--- config.mk ---
export PLATFORM = sky130hd
export DESIGN_NAME = i2c_slave_control_port
export DESIGN_NICKNAME = d
export VERILOG_FILES = /design/src/hw/i2c_port_pkg.sv /design/src/hw/i2c_slave_control_port.sv
export SDC_FILE = /design/constraint.sdc
export NUM_CORES = 1
export LEC_CHECK = 0
export ABC_AREA = 1
export BUFFER_PORTS_ARGS = -buffer_cell sky130_fd_sc_hd__buf_4
export CORE_MARGIN = 2
export CORE_UTILIZATION = 55
export DETAILED_ROUTE_END_ITERATION = 12
export MAX_ROUTING_LAYER = met4
export PLACE_DENSITY = 0.79
export SLEW_MARGIN = 20
export SYNTH_ARGS = -nofsm -noshare
export SYNTH_HDL_FRONTEND = slang
export SYNTH_SLANG_ARGS = --single-unit
--- constraint.sdc ---
create_clock -name clk -period 1.5 [get_ports clk]
set_input_delay 0.3 -clock clk [delete_from_list [all_inputs] [get_ports clk]]
set_output_delay 0.3 -clock clk [all_outputs]
set_load 0.02 [all_outputs]
--- src/hw/i2c_port_pkg.sv ---
// shared constants for the two-wire slave control port
package i2c_port_pkg;
    // fixed upper five bits of the seven-bit slave address
    localparam logic [4:0] ADDR_UPPER     = 5'h18;
    // low two bits per strap state
    localparam logic [1:0] STRAP_LOW_GND  = 2'h0;
    localparam logic [1:0] STRAP_LOW_OPEN = 2'h1;
    localparam logic [1:0] STRAP_LOW_HIGH = 2'h2;
    // register file shape and reset value
    localparam int         REG_COUNT      = 5;
    localparam logic [7:0] REG_RESET      = 8'h00;
    localparam logic [2:0] BIT_LAST       = 3'h7;
endpackage

--- src/hw/i2c_slave_control_port.sv ---
// two-wire slave port that writes the regulator control registers
// Notes on behaviour
// - slave only; same protocol at 100 kbps and 400 kbps
// - seven-bit addressing only; no ten-bit, no general call
// - address upper bits fixed, two low bits from strap pin
// - ground gives 0x60; open and high give 0x61 and 0x62
// - both lines driven only through open-drain, never high
// - lines released while the bus is idle
// - registers hold their values while supply stays up
// - acknowledge own write address and each byte after it by holding data low
// - data applied on falling clock ending the last data bit
// - both enable pins low ignores bus; otherwise fully working
`timescale 1ns/1ns
module i2c_slave_control_port
    import i2c_port_pkg::*;
#(
    parameter int REGS = REG_COUNT
) (
    input  wire logic        clk,
    input  wire logic        srst,
    input  wire logic        sclIn,
    input  wire logic        sdaIn,
    output logic             sdaOut,
    output logic             sdaOe,
    output logic             sclOut,
    output logic             sclOe,
    input  wire logic        strapLow,
    input  wire logic        strapHigh,
    input  wire logic        buck_one_enable_pin,
    input  wire logic        buck_two_enable_pin,
    output logic [8*REGS-1:0] regBank,
    output logic             regWriteStrobe
);
    typedef enum logic [4:0] {
        IDLE  = 5'b00001,
        ADDR  = 5'b00010,
        REGAD = 5'b00100,
        DATA  = 5'b01000,
        SKIP  = 5'b10000
    } state_e;

    // two-flop synchronisers; stage one read only by stage two
    logic [1:0] sclSync, sdaSync, lowSync, highSync, en1Sync, en2Sync;
    logic       sclD, sdaD;
    always_ff @(posedge clk) begin
        if (srst) begin
            sclSync  <= 2'h3;
            sdaSync  <= 2'h3;
            lowSync  <= 2'h0;
            highSync <= 2'h0;
            en1Sync  <= 2'h0;
            en2Sync  <= 2'h0;
            sclD     <= 1'b1;
            sdaD     <= 1'b1;
        end else begin
            sclSync  <= {sclSync[0], sclIn};
            sdaSync  <= {sdaSync[0], sdaIn};
            lowSync  <= {lowSync[0], strapLow};
            highSync <= {highSync[0], strapHigh};
            en1Sync  <= {en1Sync[0], buck_one_enable_pin};
            en2Sync  <= {en2Sync[0], buck_two_enable_pin};
            sclD     <= sclSync[1];
            sdaD     <= sdaSync[1];
        end
    end

    logic scl, sda, sclRise, sclFall, startCond, stopCond, portOn;
    assign scl       = sclSync[1];
    assign sda       = sdaSync[1];
    assign sclRise   = scl & ~sclD;
    assign sclFall   = ~scl & sclD;
    assign startCond = scl & sclD & sdaD & ~sda;
    assign stopCond  = scl & sclD & ~sdaD & sda;
    // hardware shutdown only when both enable pins low
    assign portOn    = en1Sync[1] | en2Sync[1];

    // strap decode; open strap reads neither low nor high
    function automatic logic [6:0] slaveAddr(input logic lo,
                                             input logic hi);
        logic [1:0] low2;
        if (lo)
            low2 = STRAP_LOW_GND;
        else if (hi)
            low2 = STRAP_LOW_HIGH;
        else
            low2 = STRAP_LOW_OPEN;
        return {ADDR_UPPER, low2};
    endfunction

    // strap resampled on every clock edge, not loaded by the reset
    logic [6:0] myAddr;
    always_ff @(posedge clk) begin
        myAddr <= slaveAddr(lowSync[1], highSync[1]);
    end

    state_e     state;
    logic [2:0] bitCnt;
    logic [7:0] shiftReg;
    logic [7:0] regPtr;
    logic       ackPhase;
    logic       ackDrive;
    logic       lastData;
    logic       byteFull;
    logic [7:0] next_shift;
    assign next_shift = {shiftReg[6:0], sda};

    // byte receiver; same edge logic serves either bus rate
    always_ff @(posedge clk) begin
        if (srst || !portOn) begin
            state    <= IDLE;
            bitCnt   <= 3'h0;
            shiftReg <= 8'h00;
            regPtr   <= 8'h00;
            ackPhase <= 1'b0;
            ackDrive <= 1'b0;
            lastData <= 1'b0;
            byteFull <= 1'b0;
        end else if (startCond) begin
            state    <= ADDR;
            bitCnt   <= 3'h0;
            ackPhase <= 1'b0;
            ackDrive <= 1'b0;
            lastData <= 1'b0;
            byteFull <= 1'b0;
        end else if (stopCond) begin
            state    <= IDLE;
            ackPhase <= 1'b0;
            ackDrive <= 1'b0;
        end else if (state != IDLE && state != SKIP) begin
            lastData <= 1'b0;
            // bits counted on rises, so the fall right after start is no bit
            if (sclRise && !ackPhase) begin
                shiftReg <= next_shift;
                bitCnt   <= bitCnt + 3'h1;
                byteFull <= (bitCnt == BIT_LAST);
            end
            if (sclFall) begin
                if (ackPhase) begin
                    // ack clock ends; release line
                    ackPhase <= 1'b0;
                    ackDrive <= 1'b0;
                end else if (byteFull) begin
                    byteFull <= 1'b0;
                    ackPhase <= 1'b1;
                    unique case (state)
                        ADDR: begin
                            // write to own address only; reads unsupported
                            if (shiftReg[7:1] == myAddr
                                && !shiftReg[0]) begin
                                ackDrive <= 1'b1;
                                state    <= REGAD;
                            end else begin
                                ackPhase <= 1'b0;
                                state    <= SKIP;
                            end
                        end
                        REGAD: begin
                            regPtr   <= shiftReg;
                            ackDrive <= 1'b1;
                            state    <= DATA;
                        end
                        DATA: begin
                            ackDrive <= 1'b1;
                            lastData <= 1'b1;
                        end
                        default: state <= SKIP;
                    endcase
                end
            end
        end
    end

    // register bank; only reset clears it, so values hold with supply
    always_ff @(posedge clk) begin
        if (srst) begin
            regBank        <= {REGS{REG_RESET}};
            regWriteStrobe <= 1'b0;
        end else begin
            regWriteStrobe <= 1'b0;
            for (int i = 0; i < REGS; i++) begin
                if (lastData && regPtr == 8'(i)) begin
                    regBank[8*i +: 8] <= shiftReg;
                    regWriteStrobe    <= 1'b1;
                end
            end
        end
    end

    // open-drain: only ever pull low, clock never driven
    always_ff @(posedge clk) begin
        if (srst) begin
            sdaOut <= 1'b0;
            sdaOe  <= 1'b0;
            sclOut <= 1'b0;
            sclOe  <= 1'b0;
        end else begin
            sdaOut <= 1'b0;
            sdaOe  <= ackDrive && portOn && !stopCond;
            sclOut <= 1'b0;
            sclOe  <= 1'b0;
        end
    end

    chk_never_drive_high: assert property (@(posedge clk) disable iff (srst)
        !(sdaOe && sdaOut) && !sclOe)
        else $error("line driven high");
    chk_idle_released: assert property (@(posedge clk) disable iff (srst)
        (state == IDLE && !ackDrive) |=> !sdaOe)
        else $error("line held while idle");
    chk_skip_released: assert property (@(posedge clk) disable iff (srst)
        (state == SKIP) |-> ##1 !sdaOe)
        else $error("drove bus for other address");
    chk_shutdown_quiet: assert property (@(posedge clk) disable iff (srst)
        !portOn |=> (state == IDLE && !lastData))
        else $error("port active in shutdown");
    chk_write_strobe: assert property (@(posedge clk) disable iff (srst)
        lastData && regPtr < 8'(REGS) |=> regWriteStrobe)
        else $error("data byte not applied");
    chk_ack_follows: assert property (@(posedge clk) disable iff (srst)
        $rose(ackDrive) && portOn |=> sdaOe)
        else $error("ack not driven");
    chk_addr_match: assert property (@(posedge clk) disable iff (srst)
        (state == ADDR && $past(state) == ADDR) ##1 state == REGAD
        |-> $past(shiftReg[7:1], 2) == myAddr)
        else $error("wrong address accepted");
    chk_bank_holds: assert property (@(posedge clk) disable iff (srst)
        !lastData |=> $stable(regBank))
        else $error("register changed without write");
endmodule

==> impl_metrics.yaml, run 1 <==
critical_path:
  endpoint_kind: "flip-flop"
  startpoint_type: "flip-flop"
  worstSetupPathType: "reg2reg"
  rrSetupSlack_ns: 0.11
  r2r_start: "state[0]"
  crit_path_max_fanout: 9
  critPathRequiredTime_ns: 1.79
  reg2reg_to: "regPtr[1]"
  cp.arrival_ns: 1.68
  r2r_cells: 7
die:
  core_um2: 5574
  io_pins: 53
  start_util_pct: 57.62
  fp-row-count: 27
  die_x_um: 80.42
  dieArea_um2: 6467
  fp.dieH_um: 80.42
synthesis:
  synth_ff_type: "dfxtp_1"
  synth_top_area_cell: "dfxtp_1"
  synthArstFlopShare_pct: 0
  yosysMostFrequentCell: "dfxtp_1"
  synthTopCellsByArea: "dfxtp_1 (54%), nor2_1 (7.5%), a21oi_1 (7.3%)"
  ys_ff_latch: 86
  synth_common_cells: "dfxtp_1 (86), nor2_1 (64), inv_1 (52), a21oi_1 (47)"
  syn_area_um2: 3212
  synthDistinctLibCells: 27
  synth_edf_count: 0
  syn_area_per_cell_um2: 8.030
  synth_warnings: 0
  seq_area_frac_synth_pct: 53.60
  syn_inst: 400
  synth_top_area_share_pct: 53.60
clock_tree:
  clkLatencyLatePin_ns: 0.36
  h-tree-depth: 3
  cts_made_buffers: 9
  cts-root-buf: "clkbuf_8"
  clock_sinks: 86
  clk_path_buf_depth: 2
  cts_tree: "built"
  postCtsHoldBufs: 0
  clk_pin_slew_ns: 0.08
timing:
  finalSetupViolations: 0
  holdWs_ns: 0.1262
  slew_violations: 0
  post-route-min-period_ns: 1.386
  max_freq_ghz: 0.7216
  hold_violations: 0
  fin_skew_ns: 0.007615
  min_period_over_period_pct: 92.39
  fin_tns_setup_ns: 0
placed_design:
  routabilityCongestion: 0.8586
  port_buffers: 49
  hpwl_mm: 4.833
pwr:
  power_frac_comb_pct: 2.5
  p_sw_uw: 915.9
  sw_frac_of_total_pct: 21.57
  internal_power_mw: 3.330
  p_per_area_nw_per_um2: 1078
  leakage_nw: 1.718
  seqPwrFrac_pct: 54.4
  power.total_mw: 4.246
  peakVddDrop_mv: 0.8616
  p_clk_share_pct: 43.1
run_status:
  status: "finished, final reports clean"
drt:
  antenna_left: 0
  drt_wl_total_mm: 7.376
  dr.pass1.iters: 4
  routed_via_density: 5.071
  drc_errors: 0
  drt-wirelength-per-cell_um: 13.74
  num_vias: 2723
  drtIter0Drc: 160
layout:
  syn2layout_area_growth_pct: 22.67
  diodes: 0
  finalNetCount: 470
  drive_gt1_share_pct: 20.22
min_path:
  min_to: "sdaSync[0]"
  holdPathStages: 2
  min_path_type: "in2reg"
  hold_start: "sdaIn"
global_routing:
  grt.total_usage_pct: 25.20
  grt_start_max_net_pins: 35
  antenna_found_initial: 0
  grt_overflow: 0
  grt_pass1_wl_mm: 12.03
  grt_pass1_vias: 2524
flow_run:
  maxCapViolCount: 0
[layout by cell type (no fill, tap or decap), types with 2 or more instances in the layout]
cell	instances
a211oi_1	8
a21oi_1	47
buf_4	60
bufinv_16	2
clkbuf_8	10
clkinvlp_4	2
conb_1	3
dfxtp_1	86
ha_1	2
inv_1	52
inv_4	3
nand2_1	44
nand2_2	2
nand3_1	10
nand4_1	4
nor2_1	64
nor3_1	3
o21a_1	2
o21ai_0	44
or2_2	4
[critical path, stage by stage, from the launching register on]
cell and delay [ns]:
dfxtp_1 0.35, nor2_1 0.15, nor2_1 0.09, nand2_4 0.12
nand3_4 0.18, nor2_4 0.27, nor2_1 0.06, nor2_1 0.10
[logic make-up after synthesis]
kind of cell    share of synthesized area [%]
other cells                            0.1168
fa+ha+maj                              0.7790
simple gates                            18.93
compound gates                          16.91
flops                                   53.60
buf+inv                                 9.661
[metal layers]
| metal | routed length [um] | GRT usage (%) | vias to the layer above |
|---|---|---|---|
| met4 | 240 | 12.88 | 0 |
| met1 | 3340 | 31.55 | 1237 |
| li1 | - | - | 1395 |
| met3 | 446 | 6.180 | 17 |
| met2 | 3350 | 37.92 | 74 |
| met5 | 0 | - | - |
[flip-flops by register name, summed over array words and instances, names as in the netlist, 2 cells and up]
name,cells
en2Sync,2
myAddr,2
bitCnt,3
regPtr,8
shiftReg,8
regBank,40
sdaSync,2
highSync,2
state,5
lowSync,2
en1Sync,2
sclSync,2
[through the flow]
stage                     utilization (%)  setup slack, ns  cells  area [um^2]
final                               70.68           0.1142    537         3940
after floorplan                         -           0.2304    402         3219
after global routing                70.68        -0.006756    537         3940
after global placement              65.75           0.1543    517         3665
after detailed placement            65.75           0.1112    517         3665
after CTS                           69.88           0.1002    533         3895
[cell type report]
type,instances,area (um^2)
sequential,86,1722
fill,452,1634
multi-input combinational,245,1199
timing repair buffer,62,481.7
inverter,56,217.7
clock buffer,10,137.6
clock inverter,6,92.59
tap,72,90.09
[timing repair]
action | CTS | global route
buffers inserted | 0 | 3
setup endpoints to repair | 0 | 24
gates resized for setup | 0 | 4
[worst max-delay path by stage]
| stage | endpoint | cells past startpoint | slack, ns | startpoint |
|---|---|---|---|---|
| after floorplan | state[3] | 7 | 0.23 | state[0] |
| after global placement | regPtr[1] | 8 | 0.15 | state[0] |
| after detailed placement | regPtr[5] | 8 | 0.11 | state[0] |
| after CTS | regPtr[5] | 8 | 0.10 | state[0] |
| after global routing | regPtr[5] | 8 | -0.007 | state[0] |
| final | regPtr[1] | 7 | 0.11 | state[0] |
[power groups by stage]
stage | clock network, mW | logic, mW | registers [mW]
floorplan | 0 | 0.0819 | 2.36
global route | 1.93 | 0.125 | 2.31
detailed placement | 0 | 0.106 | 2.36
finish | 1.83 | 0.107 | 2.31
CTS | 1.84 | 0.107 | 2.31
global placement | 0 | 0.103 | 2.36
(Power assumes the default switching activity.)
==> inputs of run 2 (changes only) <==
--- a/config.mk
+++ b/config.mk
@@ -12,6 +12,7 @@
 export DETAILED_ROUTE_END_ITERATION = 12
 export MAX_ROUTING_LAYER = met4
 export PLACE_DENSITY = 0.79
+export SETUP_SLACK_MARGIN = 0.2
 export SLEW_MARGIN = 20
 export SYNTH_ARGS = -nofsm -noshare
 export SYNTH_HDL_FRONTEND = slang
==> run 2 against run 1 <==
  * Final cell count grew 2.6%
  * Largest cell class unchanged
  * Hold slack gained 0.00064 ns
  * First-iteration DRC count shrank 5.6%
  * Sequential power is essentially flat
  * Critical endpoint is now regPtr[6]
  * Cell area grew 10%
  * Wire length grew 17%
  * Sequential share of layout area shrank 3.6 points
  * Maximum frequency grew 4.2%
  * Critical path depth grew 1
  * Core utilization grew 7.3 points
  * Critical path type unchanged
  * Clock power is essentially flat
==> impl_metrics.yaml, run 2 (synthesized netlist as in run 1, its figures left out) <==
global_routing:
  antenna_found_initial: 0
  grt_start_max_net_pins: 35
  grt_pass1_vias: 2705
  grt_overflow: 0
  grt.total_usage_pct: 26.96
  grt_pass1_wl_mm: 12.89
drt:
  num_vias: 2918
  drtIter0Drc: 151
  routed_via_density: 5.296
  drt-wirelength-per-cell_um: 15.70
  drt_wl_total_mm: 8.652
  drc_errors: 0
  antenna_left: 0
  dr.pass1.iters: 4
flow_run:
  maxCapViolCount: 0
timing:
  max_freq_ghz: 0.7519
  hold_violations: 0
  finalSetupViolations: 0
  grt_setup_unrepaired: "yes"
  holdWs_ns: 0.1269
  slew_violations: 0
  min_period_over_period_pct: 88.67
  fin_skew_ns: 0.008961
  post-route-min-period_ns: 1.330
  fin_tns_setup_ns: 0
  fin_ws_ns: 0.1700
critical_path:
  cp.arrival_ns: 1.61
  crit_path_max_fanout: 8
  r2r_start: "state[0]"
  crit_start: "state[0]"
  endpoint_kind: "flip-flop"
  worstSetupPathType: "reg2reg"
  startpoint_type: "flip-flop"
  critPathRequiredTime_ns: 1.78
min_path:
  hold_start: "sdaIn"
  min_path_type: "in2reg"
layout:
  syn2layout_area_growth_pct: 35.37
  drive_gt1_share_pct: 34.86
  largest_register_ff_count: 40
  stdcell_count: 551
  fillerInstances: 382
  finalNetCount: 484
  largest_register: "regBank"
  design_area_um2: 4348
  diodes: 0
  final_cell_mix: "dfxtp_1 (72), buf_4 (63), nor2_1 (54)"
  final_common_cell: "dfxtp_1"
  utilization_pct: 78.00
  top_regs: "regBank (40), regPtr (8), shiftReg (8)"
clock_tree:
  cts_tree: "built"
  h-tree-depth: 3
  postCtsHoldBufs: 0
  cts-root-buf: "clkbuf_8"
  clk_path_buf_depth: 2
  clock_sinks: 86
  cts_made_buffers: 9
  clk_pin_slew_ns: 0.08
  clkLatencyLatePin_ns: 0.35
placed_design:
  port_buffers: 49
  routabilityCongestion: 0.8586
  hpwl_mm: 4.833
  post_dp_cell_area_um2: 3665
  place_ws_ns: 0.1112
  placed_cells: 517
pwr:
  leakage_nw: 1.830
  power.total_mw: 4.268
  p_per_area_nw_per_um2: 981.5
  peakVddDrop_mv: 0.8624
die:
  dieArea_um2: 6467
  io_pins: 53
  fp.dieH_um: 80.42
  core_um2: 5574
  fp-row-count: 27
  start_util_pct: 57.62
  die_x_um: 80.42
run_status:
  status: "finished, final reports clean"
run 2: cell type report:
class | instances | area, um^2 | area share (%)
clock buffers | 10 | 137.6 | 3.165
clock inverters | 6 | 92.59 | 2.129
inverters | 56 | 227.7 | 5.237
multi-input cells | 247 | 1445 | 33.24
flip-flops and latches | 86 | 1744 | 40.12
well taps | 72 | 90.09 | 2.072
repair buffers | 71 | 589.3 | 13.55
repair inverters | 3 | 21.27 | 0.4892
run 2: timing repair:
item,4_1_cts,5_1_grt
buffers inserted,3,7
endpoints found under the setup margin,39,67
gates cloned,5,3
gates resized for setup,17,100
pin swaps,13,17
run 2: power by group:
group | total [mW] | switching [mW] | internal, mW
sequential | 2.31 | 0.0105 | 2.30
combinational | 0.127 | 0.0806 | 0.0467
clock | 1.83 | 0.840 | 0.991
run 2: path summary, 6_finish.rpt:
check | end | slack (ns) | cells after the start
min | sdaSync[0] | 0.13 | 2
min reg2reg | myAddr[1] | 0.41 | 1
max | regPtr[6] | 0.17 | 8
max reg2reg | regPtr[6] | 0.17 | 8
run 2: metal layers:
layer / part of all wire [%] / up-vias / track usage [%]
li1: - / 1431 / -
met1: 42 / 1369 / 32.69
met2: 48 / 98 / 41.83
met3: 6.7 / 20 / 6.180
met4: 2.8 / 0 / 14.41
met5: 0 / - / -
run 2: critical path: stages (launching register included):
cell and delay [ns]:
dfxtp_4 0.40, nand2_2 0.05, inv_1 0.06, nor2_2 0.05, nand2_4 0.10, nand3_4 0.16
nor2_4 0.27, nor2_1 0.08, nor2_1 0.10
